==> src/rst_sup_pkg.sv <==
// constants and types for the reset supervisor
package rst_sup_pkg;
   localparam int          CLK_PERIOD_NS   = 40;
   localparam int          FILTER_TIME_NS  = 10000;  // reset filter time
   localparam int          FILTER_CYCLES   =
      (FILTER_TIME_NS + CLK_PERIOD_NS - 1) / CLK_PERIOD_NS;
   localparam int          EXT_DELAY_US    = 10000;  // extended release delay
   localparam int          RED_DELAY_US    = 2000;   // reduced release delay
   localparam int          EXT_DELAY_CYCLES = EXT_DELAY_US * 1000 / CLK_PERIOD_NS;
   localparam int          RED_DELAY_CYCLES = RED_DELAY_US * 1000 / CLK_PERIOD_NS;
   localparam int          DELAY_W         = 20;
   localparam logic [1:0]  SOFT_RESET_CODE = 2'h3;
   localparam logic [1:0]  THRESH_DEFAULT  = 2'h0;   // first falling level
   localparam logic [1:0]  WATCHDOG_FAIL_COUNT_MAX     = 2'h2;
   typedef enum logic [4:0] {
      MODE_INIT     = 5'h01,
      MODE_NORMAL   = 5'h02,
      MODE_STOP     = 5'h04,
      MODE_RESTART  = 5'h08,
      MODE_FAILSAFE = 5'h10
   } mode_type;
endpackage : rst_sup_pkg

==> src/event_filter.sv <==
// qualifies a raw level: output follows only after it held for n cycles
`timescale 1ns/1ps
module event_filter #(
   parameter int N = 250
) (
   input  wire logic clk,   // system clock
   input  wire logic rst_b, // async reset, active low
   input  wire logic raw,   // unfiltered event level
   output logic      qual   // filtered level
);
   logic [15:0] count;

   always_ff @(posedge clk or negedge rst_b) begin
      if (!rst_b) begin
         count <= 16'h0;
         qual  <= 1'b0;
      end else if (raw == qual) begin
         count <= 16'h0;
      end else if (count >= 16'(N - 1)) begin
         count <= 16'h0;
         qual  <= raw;
      end else begin
         count <= count + 16'h1;
      end
   end
endmodule : event_filter

==> src/reset_supervisor.sv <==
// reset output supervision with soft reset and watchdog fail handling
`timescale 1ns/1ps
// Notes on behaviour
// - reset event drives output low, undervoltage only after filter, held until delay ends
// - release delay is extended by default, reduced when select bit set
// - at power-up output stays low, released after extended delay
// - watchdog failure is a reset event like undervoltage
// - undervoltage threshold selectable by host, first level by default
// - soft reset returns to init mode and restores all defaults, except a fail count stepped by a watchdog failure in the same cycle
// - option bit 0: soft reset also pulses output, extended delay
// - option bit 1: soft reset leaves output high, internal reset only
// - soft reset accepted only in normal or stop mode, else ignored
// - watchdog reset enters restart or fail-safe and counts failures
module reset_supervisor
   import rst_sup_pkg::*;
#(
   parameter int EXT_DELAY = EXT_DELAY_CYCLES,
   parameter int RED_DELAY = RED_DELAY_CYCLES,
   parameter int FILTER    = FILTER_CYCLES
) (
   input  wire logic              CLK_SYS,        // 25 MHz clock
   input  wire logic              RST_B,          // power-on reset, low
   input  wire logic              UV_LEVEL_1,     // below threshold 1
   input  wire logic              UV_LEVEL_2,     // below threshold 2
   input  wire logic              UV_LEVEL_3,     // below threshold 3
   input  wire logic              UV_LEVEL_4,     // below threshold 4
   input  wire logic              WD_FAILURE,     // watchdog fail pulse
   input  wire logic              CMD_VALID,      // host command strobe
   input  wire logic [1:0]        CMD_MODE,       // requested mode field
   input  wire logic              CMD_THRESH_WR,  // threshold write strobe
   input  wire logic [1:0]        CMD_THRESH,     // threshold select
   input  wire logic              CMD_CFG_WR,     // option bits write strobe
   input  wire logic              CMD_DELAY_SEL,  // reset_delay_select value
   input  wire logic              CMD_SOFT_NOPIN, // soft reset skips pin
   input  wire logic              CFG_FAILSAFE,   // watchdog failure goes fail-safe, not restart
   output logic                   RESET_OUTPUT_LOW_ACTIVE, // reset pin, low
   output rst_sup_pkg::mode_type  MODE,           // operating mode
   output logic [1:0]             THRESH_SEL,     // active threshold
   output logic                   RESET_DELAY_SELECT, // reduced delay on
   output logic                   SOFT_RESET_NOPIN,   // option bit state
   output logic [1:0]             WATCHDOG_FAIL_COUNT, // failure counter
   output logic                   SOFT_RESET_DONE // one-cycle internal reset
);
   logic                uv_raw;
   logic                uv_qual;
   logic                soft_req;
   logic                soft_pin;
   logic                reset_req;
   logic                req_q;
   logic [DELAY_W-1:0]  delay_cnt;
   logic [DELAY_W-1:0]  delay_len;
   logic                delay_ext;

   // threshold choice only matters while comparators are valid
   always_comb begin
      unique case (THRESH_SEL)
         2'h0: uv_raw = UV_LEVEL_1;
         2'h1: uv_raw = UV_LEVEL_2;
         2'h2: uv_raw = UV_LEVEL_3;
         default: uv_raw = UV_LEVEL_4;
      endcase
   end

   event_filter #(.N(FILTER)) uv_filter (
      .clk   (CLK_SYS),
      .rst_b (RST_B),
      .raw   (uv_raw),
      .qual  (uv_qual)
   );

   assign soft_req = CMD_VALID && CMD_MODE == SOFT_RESET_CODE &&
                     (MODE == MODE_NORMAL || MODE == MODE_STOP);
   assign soft_pin = soft_req && !SOFT_RESET_NOPIN;
   assign reset_req = uv_qual || WD_FAILURE || soft_pin;

   // soft reset and watchdog reset count only as mode changes here
   always_ff @(posedge CLK_SYS or negedge RST_B) begin
      if (!RST_B) begin
         MODE <= MODE_INIT;
      end else if (soft_req) begin
         MODE <= MODE_INIT;
      end else if (WD_FAILURE) begin
         MODE <= CFG_FAILSAFE ? MODE_FAILSAFE : MODE_RESTART;
      end else if (CMD_VALID && CMD_MODE == 2'h0 && MODE != MODE_FAILSAFE) begin
         MODE <= MODE_NORMAL;
      end else if (CMD_VALID && CMD_MODE == 2'h1 && MODE == MODE_NORMAL) begin
         MODE <= MODE_STOP;
      end else if (MODE == MODE_RESTART && RESET_OUTPUT_LOW_ACTIVE) begin
         MODE <= MODE_NORMAL;
      end
   end

   always_ff @(posedge CLK_SYS or negedge RST_B) begin
      if (!RST_B) begin
         THRESH_SEL         <= THRESH_DEFAULT;
         RESET_DELAY_SELECT <= 1'b0;
         SOFT_RESET_NOPIN   <= 1'b0;
      end else if (soft_req) begin
         THRESH_SEL         <= THRESH_DEFAULT;
         RESET_DELAY_SELECT <= 1'b0;
         SOFT_RESET_NOPIN   <= 1'b0;
      end else begin
         if (CMD_THRESH_WR)
            THRESH_SEL <= CMD_THRESH;
         if (CMD_CFG_WR) begin
            RESET_DELAY_SELECT <= CMD_DELAY_SEL;
            SOFT_RESET_NOPIN   <= CMD_SOFT_NOPIN;
         end
      end
   end

   // saturating fail counter; a soft reset clears it unless a counting watchdog failure comes in the same cycle
   always_ff @(posedge CLK_SYS or negedge RST_B) begin
      if (!RST_B)
         WATCHDOG_FAIL_COUNT <= 2'h0;
      else if (WD_FAILURE && WATCHDOG_FAIL_COUNT != WATCHDOG_FAIL_COUNT_MAX)
         WATCHDOG_FAIL_COUNT <= WATCHDOG_FAIL_COUNT + 2'h1;
      else if (soft_req)
         WATCHDOG_FAIL_COUNT <= 2'h0;
   end

   always_ff @(posedge CLK_SYS or negedge RST_B) begin
      if (!RST_B)
         SOFT_RESET_DONE <= 1'b0;
      else
         SOFT_RESET_DONE <= soft_req;
   end

   // power-up and soft reset use the extended delay regardless of select
   assign delay_len = delay_ext ? DELAY_W'(EXT_DELAY)
                      : (RESET_DELAY_SELECT ? DELAY_W'(RED_DELAY)
                                            : DELAY_W'(EXT_DELAY));

   always_ff @(posedge CLK_SYS or negedge RST_B) begin
      if (!RST_B) begin
         req_q     <= 1'b1;
         delay_ext <= 1'b1;
      end else begin
         req_q <= reset_req;
         if (soft_pin)
            delay_ext <= 1'b1;
         else if (reset_req)
            delay_ext <= 1'b0;
         else if (RESET_OUTPUT_LOW_ACTIVE)
            delay_ext <= 1'b0;
      end
   end

   always_ff @(posedge CLK_SYS or negedge RST_B) begin
      if (!RST_B) begin
         delay_cnt               <= '0;
         RESET_OUTPUT_LOW_ACTIVE <= 1'b0;
      end else if (reset_req || req_q) begin
         delay_cnt               <= '0;
         RESET_OUTPUT_LOW_ACTIVE <= 1'b0;
      end else if (!RESET_OUTPUT_LOW_ACTIVE) begin
         if (delay_cnt >= delay_len - DELAY_W'(1))
            RESET_OUTPUT_LOW_ACTIVE <= 1'b1;
         else
            delay_cnt <= delay_cnt + DELAY_W'(1);
      end
   end

   // pin behaviour: assert, hold and release
   a_wd_pulls_low: assert property (@(posedge CLK_SYS)
      disable iff (!RST_B)
      WD_FAILURE |=> !RESET_OUTPUT_LOW_ACTIVE)
      else $error("watchdog failure did not assert reset");
   a_uv_holds_low: assert property (@(posedge CLK_SYS)
      disable iff (!RST_B)
      uv_qual |=> !RESET_OUTPUT_LOW_ACTIVE)
      else $error("reset released during undervoltage");
   a_release_delay: assert property (@(posedge CLK_SYS)
      disable iff (!RST_B)
      $rose(RESET_OUTPUT_LOW_ACTIVE) |->
      $past(delay_cnt) == $past(delay_len) - DELAY_W'(1))
      else $error("reset released before delay expired");
   a_reduced_delay: assert property (@(posedge CLK_SYS)
      disable iff (!RST_B)
      (reset_req && !soft_pin) ##1 RESET_DELAY_SELECT |->
      delay_len == DELAY_W'(RED_DELAY))
      else $error("reduced delay not used after event");

   // soft reset handling
   a_soft_mode_init: assert property (@(posedge CLK_SYS)
      disable iff (!RST_B)
      soft_req |=> MODE == MODE_INIT && THRESH_SEL == THRESH_DEFAULT)
      else $error("soft reset did not restore defaults");
   a_soft_cfg_clear: assert property (@(posedge CLK_SYS)
      disable iff (!RST_B)
      soft_req |=> !RESET_DELAY_SELECT && !SOFT_RESET_NOPIN &&
      SOFT_RESET_DONE)
      else $error("soft reset left option bits set");
   a_soft_pin_on: assert property (@(posedge CLK_SYS)
      disable iff (!RST_B)
      soft_req && !SOFT_RESET_NOPIN |=> !RESET_OUTPUT_LOW_ACTIVE)
      else $error("soft reset did not pulse reset pin");
   a_soft_ext_delay: assert property (@(posedge CLK_SYS)
      disable iff (!RST_B)
      soft_pin |=> delay_ext)
      else $error("pin soft reset did not pick extended delay");
   a_soft_pin_off: assert property (@(posedge CLK_SYS)
      disable iff (!RST_B)
      (soft_req && SOFT_RESET_NOPIN && !uv_qual && !WD_FAILURE &&
      RESET_OUTPUT_LOW_ACTIVE && !req_q) |=> RESET_OUTPUT_LOW_ACTIVE)
      else $error("soft reset without pin option pulled reset");
   a_soft_ignored: assert property (@(posedge CLK_SYS)
      disable iff (!RST_B)
      (CMD_VALID && CMD_MODE == SOFT_RESET_CODE && MODE != MODE_NORMAL &&
      MODE != MODE_STOP) |=> !SOFT_RESET_DONE)
      else $error("soft reset accepted outside normal or stop");

   // watchdog failure handling and settings
   a_wd_mode: assert property (@(posedge CLK_SYS)
      disable iff (!RST_B)
      (WD_FAILURE && !soft_req) |=>
      (MODE == MODE_RESTART || MODE == MODE_FAILSAFE))
      else $error("watchdog failure mode wrong");
   a_wd_count_step: assert property (@(posedge CLK_SYS)
      disable iff (!RST_B)
      (WD_FAILURE && WATCHDOG_FAIL_COUNT != WATCHDOG_FAIL_COUNT_MAX) |=>
      WATCHDOG_FAIL_COUNT == $past(WATCHDOG_FAIL_COUNT) + 2'h1)
      else $error("watchdog fail count did not step");
   a_wd_count_cap: assert property (@(posedge CLK_SYS)
      disable iff (!RST_B)
      WATCHDOG_FAIL_COUNT <= WATCHDOG_FAIL_COUNT_MAX)
      else $error("watchdog fail count above its ceiling");
   a_thresh_write: assert property (@(posedge CLK_SYS)
      disable iff (!RST_B)
      (CMD_THRESH_WR && !soft_req) |=> THRESH_SEL == $past(CMD_THRESH))
      else $error("threshold select not taken");
endmodule : reset_supervisor

==> config.mk <==
export PLATFORM = sky130hd
export DESIGN_NAME = reset_supervisor
export DESIGN_NICKNAME = d
export VERILOG_FILES = /design/src/rst_sup_pkg.sv /design/src/event_filter.sv /design/src/reset_supervisor.sv
export SDC_FILE = /design/constraint.sdc
export NUM_CORES = 1
export LEC_CHECK = 0
export BUFFER_PORTS_ARGS = -buffer_cell sky130_fd_sc_hd__buf_2
export CAP_MARGIN = 20
export CELL_PAD_IN_SITES_DETAIL_PLACEMENT = 2
export CELL_PAD_IN_SITES_GLOBAL_PLACEMENT = 2
export CORE_MARGIN = 2
export CORE_UTILIZATION = 25
export DETAILED_ROUTE_END_ITERATION = 8
export GPL_TIMING_DRIVEN = 0
export HOLD_SLACK_MARGIN = 0.08
export PLACE_DENSITY = 0.69
export SLEW_MARGIN = 40
export SYNTH_ARGS = -nofsm -noshare
export SYNTH_HDL_FRONTEND = slang
export SYNTH_SLANG_ARGS = --single-unit
==> constraint.sdc <==
create_clock -name CLK_SYS -period 6.49 [get_ports CLK_SYS]
set_clock_uncertainty 0.1 [all_clocks]
set_input_delay 0.3245 -clock CLK_SYS [delete_from_list [all_inputs] [get_ports CLK_SYS]]
set_output_delay 0.3245 -clock CLK_SYS [all_outputs]
set_load 0.02 [all_outputs]
# Word level (Yosys, flattened, before mapping)
# Cells that the tools add are included.
dict set report totals {
  register_bits 52
  word_cells 82
}
dict set report classes {
  add_sub_neg 4
  magnitude_cmp 2
  eq_ne 12
  muxes 28
  bitwise 1
  n_reduce_logical 23
}
# op count
set op_table {}
lappend op_table {{two-way mux 20 bit} 3}
lappend op_table {{two-way mux 18 bit} 2}
lappend op_table {{two-way mux 16 bit} 2}
lappend op_table {{two-way mux 5 bit} 6}
lappend op_table {{adder 20 x 1 -> 20 bit, second input constant} 1}
lappend op_table {{greater-or-equal comparator 20 bit} 1}
lappend op_table {{subtractor 18 x 1 -> 19 bit, second input constant} 1}
lappend op_table {{adder 16 x 1 -> 16 bit, second input constant} 1}
lappend op_table {{greater-or-equal comparator 16 x 8 -> 1 bit, second input constant} 1}
lappend op_table {{two-way mux 1 bit} 10}
lappend op_table {{logical AND 1 bit} 9}
lappend op_table {{two-way mux 2 bit} 4}
lappend op_table {{nonzero test 2 bit} 3}
lappend op_table {{== test 5 x 2 -> 1 bit, second input constant} 1}
lappend op_table {{== test 5 x 3 -> 1 bit, second input constant} 1}
lappend op_table {{== test 5 x 4 -> 1 bit, second input constant} 1}
lappend op_table {{!= test 5 bit, second input constant} 1}
lappend op_table {{nonzero test 5 bit} 1}
lappend op_table {{== test 2 x 1 -> 1 bit, second input constant} 2}
lappend op_table {{== test 2 bit, second input constant} 2}
lappend op_table {{logical NOT 2 bit} 2}
lappend op_table {{logical OR 1 bit} 4}
lappend op_table {{!= test 2 bit, second input constant} 2}
lappend op_table {{AND reduction 2 bit} 2}
lappend op_table {{other kinds (7)} 7}

# Longest topological paths before layout
dict set report logic_depth {
  ltp_word 8
  mapped_depth 10
}

# Cells and area by module
# A second synthesis with hierarchy kept.
dict set report hier_totals {
  cells_unflattened 262
  hier_area_um2 2752.6
}
# module instances cells_each area_per_inst_um2 seq_area_each_um2
set modules_own_cells {}
lappend modules_own_cells {reset_supervisor 1 207 2059.5 879.6}
lappend modules_own_cells {event_filter 1 55 693.2 425.4}

# Worst setup path after synthesis
# Ideal clock, no wire load.
dict set report synth_timing {
  kind {flip-flop to flip-flop}
  from {reg RESET_DELAY_SELECT}
  to {reg delay_cnt[9]}
  setup_ns 0.120
  arrival_time_ns 2.484
  t_required_ns 6.270
  setup_slack_ns 3.785
  path_stages_with_launch 11
  period_less_slack_ns 2.705
  path_cell_list {dfrtp_1 nor2b_4 inv_2 ha_1 or3_1 o211a_1 o311a_1 a211oi_4 buf_6 a31oi_1 a41o_1}
}
dict set report synth_via {
  elab_chain_len 6
}
# element line
set synth_rtl {}
lappend synth_rtl {{start, declared} reset_supervisor.sv:39} ;# output logic RESET_DELAY_SELECT,
lappend synth_rtl {{start signal, assigned} reset_supervisor.sv:96} ;# RESET_DELAY_SELECT <= 1'b0;
lappend synth_rtl {{start signal, assigned} reset_supervisor.sv:100} ;# RESET_DELAY_SELECT <= 1'b0;
lappend synth_rtl {{start signal, assigned} reset_supervisor.sv:106} ;# RESET_DELAY_SELECT <= CMD_DELAY_SEL;
lappend synth_rtl {{two-way mux 18 bit} reset_supervisor.sv:131} ;# : (RESET_DELAY_SELECT ? DELAY_W'(RED_DELAY)
lappend synth_rtl {{two-way mux 18 bit} reset_supervisor.sv:130} ;# assign delay_len = delay_ext ? DELAY_W'(EXT_DELAY)
lappend synth_rtl {{subtractor 18 x 1 -> 19 bit} reset_supervisor.sv:157} ;# if (delay_cnt >= delay_len - DELAY_W'(1))
lappend synth_rtl {{greater-or-equal comparator 20 bit} reset_supervisor.sv:157}
lappend synth_rtl {{!= test 2 bit (no line)} --}
lappend synth_rtl {{AND reduction 2 bit (no line)} --}
lappend synth_rtl {{end signal, assigned} reset_supervisor.sv:160} ;# delay_cnt <= delay_cnt + DELAY_W'(1);
lappend synth_rtl {{end, declared} reset_supervisor.sv:50} ;# logic [DELAY_W-1:0] delay_cnt;
# Every way passes these cells.
# A chain may end at the register's enable or synchronous reset.

# Final worst setup path
dict set report layout_timing {
  from {reg RESET_DELAY_SELECT}
  to {reg delay_cnt[1]}
}
# The elaborated chain is that of the path after synthesis.

==> impl_metrics.ini <==
[status]
status = finished, final reports clean

[global_route]
grt_util_all_layers_pct = 13.1
antenna_found_initial = 0
grt_pass1_vias = 2321
grt_pass1_wl_um = 11700
grt_overflow = 0
grt_max_degree = 53

[synthesis]
synthFlopType = dfrtp_1
avgSynthCellArea_um2 = 10.3
ys_warn_count = 0
synth_cells = 250
synth_edf_count = 0
synthAdderAreaFrac_pct = 3.89
async_flop_share_pct = 100
ys_seq_area_share_pct = 50.7
yosysUniqueCellTypes = 55
synth_compound_area_share_pct = 12.2
yosysTopAreaCell = dfrtp_1
synth_top_family_by_area = simple AND/OR/NAND/NOR gates
yosys.area_share.simple_pct = 21.8
synth_area_um2 = 2580
synth_top_area_share_pct = 47.6
ys_seq_elements = 52
synth.area.mux_share_pct = 4.47
synth_xor_area_share_pct = 3.74
synth_area_leaders = dfrtp_1 48%, nor2_1 5.4%, ha_1 3.9%

[power]
p_int_uw = 458
p_per_area_nw_per_um2 = 210
combPwrFrac_pct = 13.2
total_leakage_power_uw = 0.00147
seqPwrFrac_pct = 55.7
p_total_uw = 635
p_sw_uw = 176
power_frac_clock_pct = 31.1
switching_share_pct = 27.8
worst_ir_drop_vdd_mv = 0.123

[floorplanning]
core_um2 = 10200
io_pins = 30
die-area_um2 = 11100
dieHeight_um = 106
die_w_um = 106
core.rowCount = 37
initial_utilization_pct = 25.3

[layout]
drive_gt1_share_pct = 18.3
stdcell_area_um2 = 3020
area.sequential_um2 = 1310
n_fill_cell = 1162
multiInputGateArea_um2 = 1220
diodes = 0
area_growth_syn_to_layout_pct = 17.4
layout.nets = 319

[clock_tree]
cts_root_buf = clkbuf_8
clock_latency_ns = 0.31
clk_path_buf_depth = 2
tritoncts = built
clkSinkCount = 52
cts-buffers-inserted = 5
clkTransAtPathRegs_ns = 0.10
cts_resized = 0
h-tree-depth = 2

[placement]
dpl_cell_area_um2 = 2920
dp_slack_ns = 3.56
io_buffers = 29
hpwl_um = 4910
gp_congestion = 0.734

[timing]
holdWs_ns = 0.0973
rsz0062_at_grt = false
worst_slack_ns = 3.61
finalCritPeriodShare_pct = 44.4
finalMaxSlewViolations = 0
setup_viol = 0
max_freq_mhz = 347
hold_viol = 0
relSlewSlack_pct = 53.6
fin_crit_ns = 2.88
fin_setup_tns_ns = 0
tightest_slew_ns = 0.694

[route]
avgViaCountPerCell = 4.74
ant_nets = 0
avgRoutedWirePerCell_um = 15.7
vias = 2044
firstDrtPassIters = 4
drt-total-wl_um = 6770
drt_iter0_drc = 50
route.detailed.drc = 0

[critical_path]
rr_startpoint = RESET_DELAY_SELECT
cp.required_ns = 6.62
r2r_end = delay_cnt[1]
cp_slowest_cell = a211oi_4
cp-end-kind = register
path_class = register to register
cp.arrival_ns = 3.01
cp_cell_sequence = nor2b_4 -> inv_2 -> ha_1 -> or3_1 -> o211a_1 -> o311a_1 -> a211oi_4 -> buf_2 -> nand3_1 -> o21ai_0
slowest_delay_ns = 0.42
reg2reg_slack_ns = 3.61
reg2reg_depth = 10
crit_path_start_kind = register
worst-path-max-fanout = 10

[min_path]
hold_path_depth = 2
hold_class = primary input to register
whs_endpoint = MODE[3]
hold_start = CFG_FAILSAFE

[flow_run]
drv_cap = 0
[final cells by class]
class,instances,share of cell area [%]
Clock buffer,7,2.85
Inverter,11,1.37
Timing Repair Buffer,30,5.21
Tap cell,136,5.63
Sequential cell,52,43.2
Buffer,7,1.32
Clock inverter,1,0.248
Multi-Input combinational cell,187,40.2
[what timing repair did]
action / 4_1_cts / 5_1_grt
endpoints found under the hold margin: 49 / 0
hold buffers: 1 / 0
setup buffers: 0 / 0
[flip-flops by register name, indices dropped and copies added (netlist names), 2 cells and up]
register,count
uv_filter.count,16
delay_cnt,20
THRESH_SEL,2
MODE,5
WATCHDOG_FAIL_COUNT,2
[placed cells by master, fill, tap and decap left out, types with 4 or more instances in the layout]
| cell | instances |
|---|---|
| and2_1 | 8 |
| buf_2 | 29 |
| ha_1 | 8 |
| a31o_1 | 5 |
| and3_1 | 8 |
| a21oi_1 | 7 |
| o21ai_0 | 8 |
| nand4_1 | 5 |
| clkbuf_8 | 6 |
| nor2_1 | 37 |
| conb_1 | 8 |
| dfrtp_1 | 49 |
| clkbuf_1 | 4 |
| xor2_1 | 8 |
| nand2b_1 | 4 |
| nand3_1 | 10 |
| mux2i_1 | 7 |
| nand2_1 | 19 |
| inv_1 | 9 |
[worst max path at each step]
stage	startpoint	slack, ns	cells after the start	endpoint
after floorplan	RESET_DELAY_SELECT	3.79	10	delay_cnt[9]
after global placement	RESET_DELAY_SELECT	3.62	10	delay_cnt[9]
after detailed placement	RESET_DELAY_SELECT	3.56	10	delay_cnt[1]
after CTS	RESET_DELAY_SELECT	3.54	10	delay_cnt[1]
after global routing	RESET_DELAY_SELECT	3.41	10	delay_cnt[1]
final	RESET_DELAY_SELECT	3.61	10	delay_cnt[1]
[per-layer routing]
metal | part of all wire, % | track usage, % | up-vias
met4 | 0.65 | 2.54 | 0
met5 | 0 | 0 | -
met1 | 45 | 16.5 | 1061
met3 | 2.0 | 2.66 | 5
li1 | - | - | 964
met2 | 52 | 23.2 | 14
[per-stage QoR]
step | cells | utilization [%]
3_5_place_dp | 422 | 28.7
5_1_grt | 431 | 29.7
2_1_floorplan | 257 | -
4_1_cts | 431 | 29.7
3_3_place_gp | 422 | 28.6
6_report | 431 | 29.7
[cells in the mapped netlist (all sizes together) (3+ instances only)]
cell type  number
a31oi           3
a21oi           7
clkbuf          4
inv            10
nand3          10
xor2            8
dfstp           3
buf             3
ha              8
nand4           6
nor4            3
nand2          19
nand2b          4
nand3b          3
nor2           37
mux2i           7
and3            8
o21ai           8
xnor2           3
nor2b           3
and2            8
dfrtp          49
a31o            6
[power by group through the flow]
stage / Clock, uW / Combinational [uW] / Sequential, uW
6_report: 197 / 83.6 / 354
5_1_grt: 222 / 96.2 / 356
4_1_cts: 208 / 86.6 / 354
3_5_place_dp: 0 / 86.0 / 360
3_3_place_gp: 0 / 80.3 / 359
2_1_floorplan: 0 / 35.6 / 370
[logic make-up (layout without fill, tap and decap cells)]
| logic type | after synthesis | after routing |
|---|---|---|
| other | 1 | 8 |
| adder cells (fa/ha/maj) | 8 | 8 |
| flip-flops | 52 | 52 |
| AO/OA/AOI/OAI | 41 | 41 |
| multiplexers | 10 | 10 |
| XOR/XNOR | 11 | 11 |
| AND/OR/NAND/NOR | 109 | 109 |
| buffers and inverters | 18 | 56 |
[worst max-delay path, delay by kind of cell (launching register included)]
kind                       cells  cell delay (ns)
and+or+nand+nor                3             0.69
DFF                            1             0.39
AOI/OAI and AO/OA              4             1.01
buffers and inverters          2             0.43
adders and majority gates      1             0.18
Power figures use the tool's default switching activity.
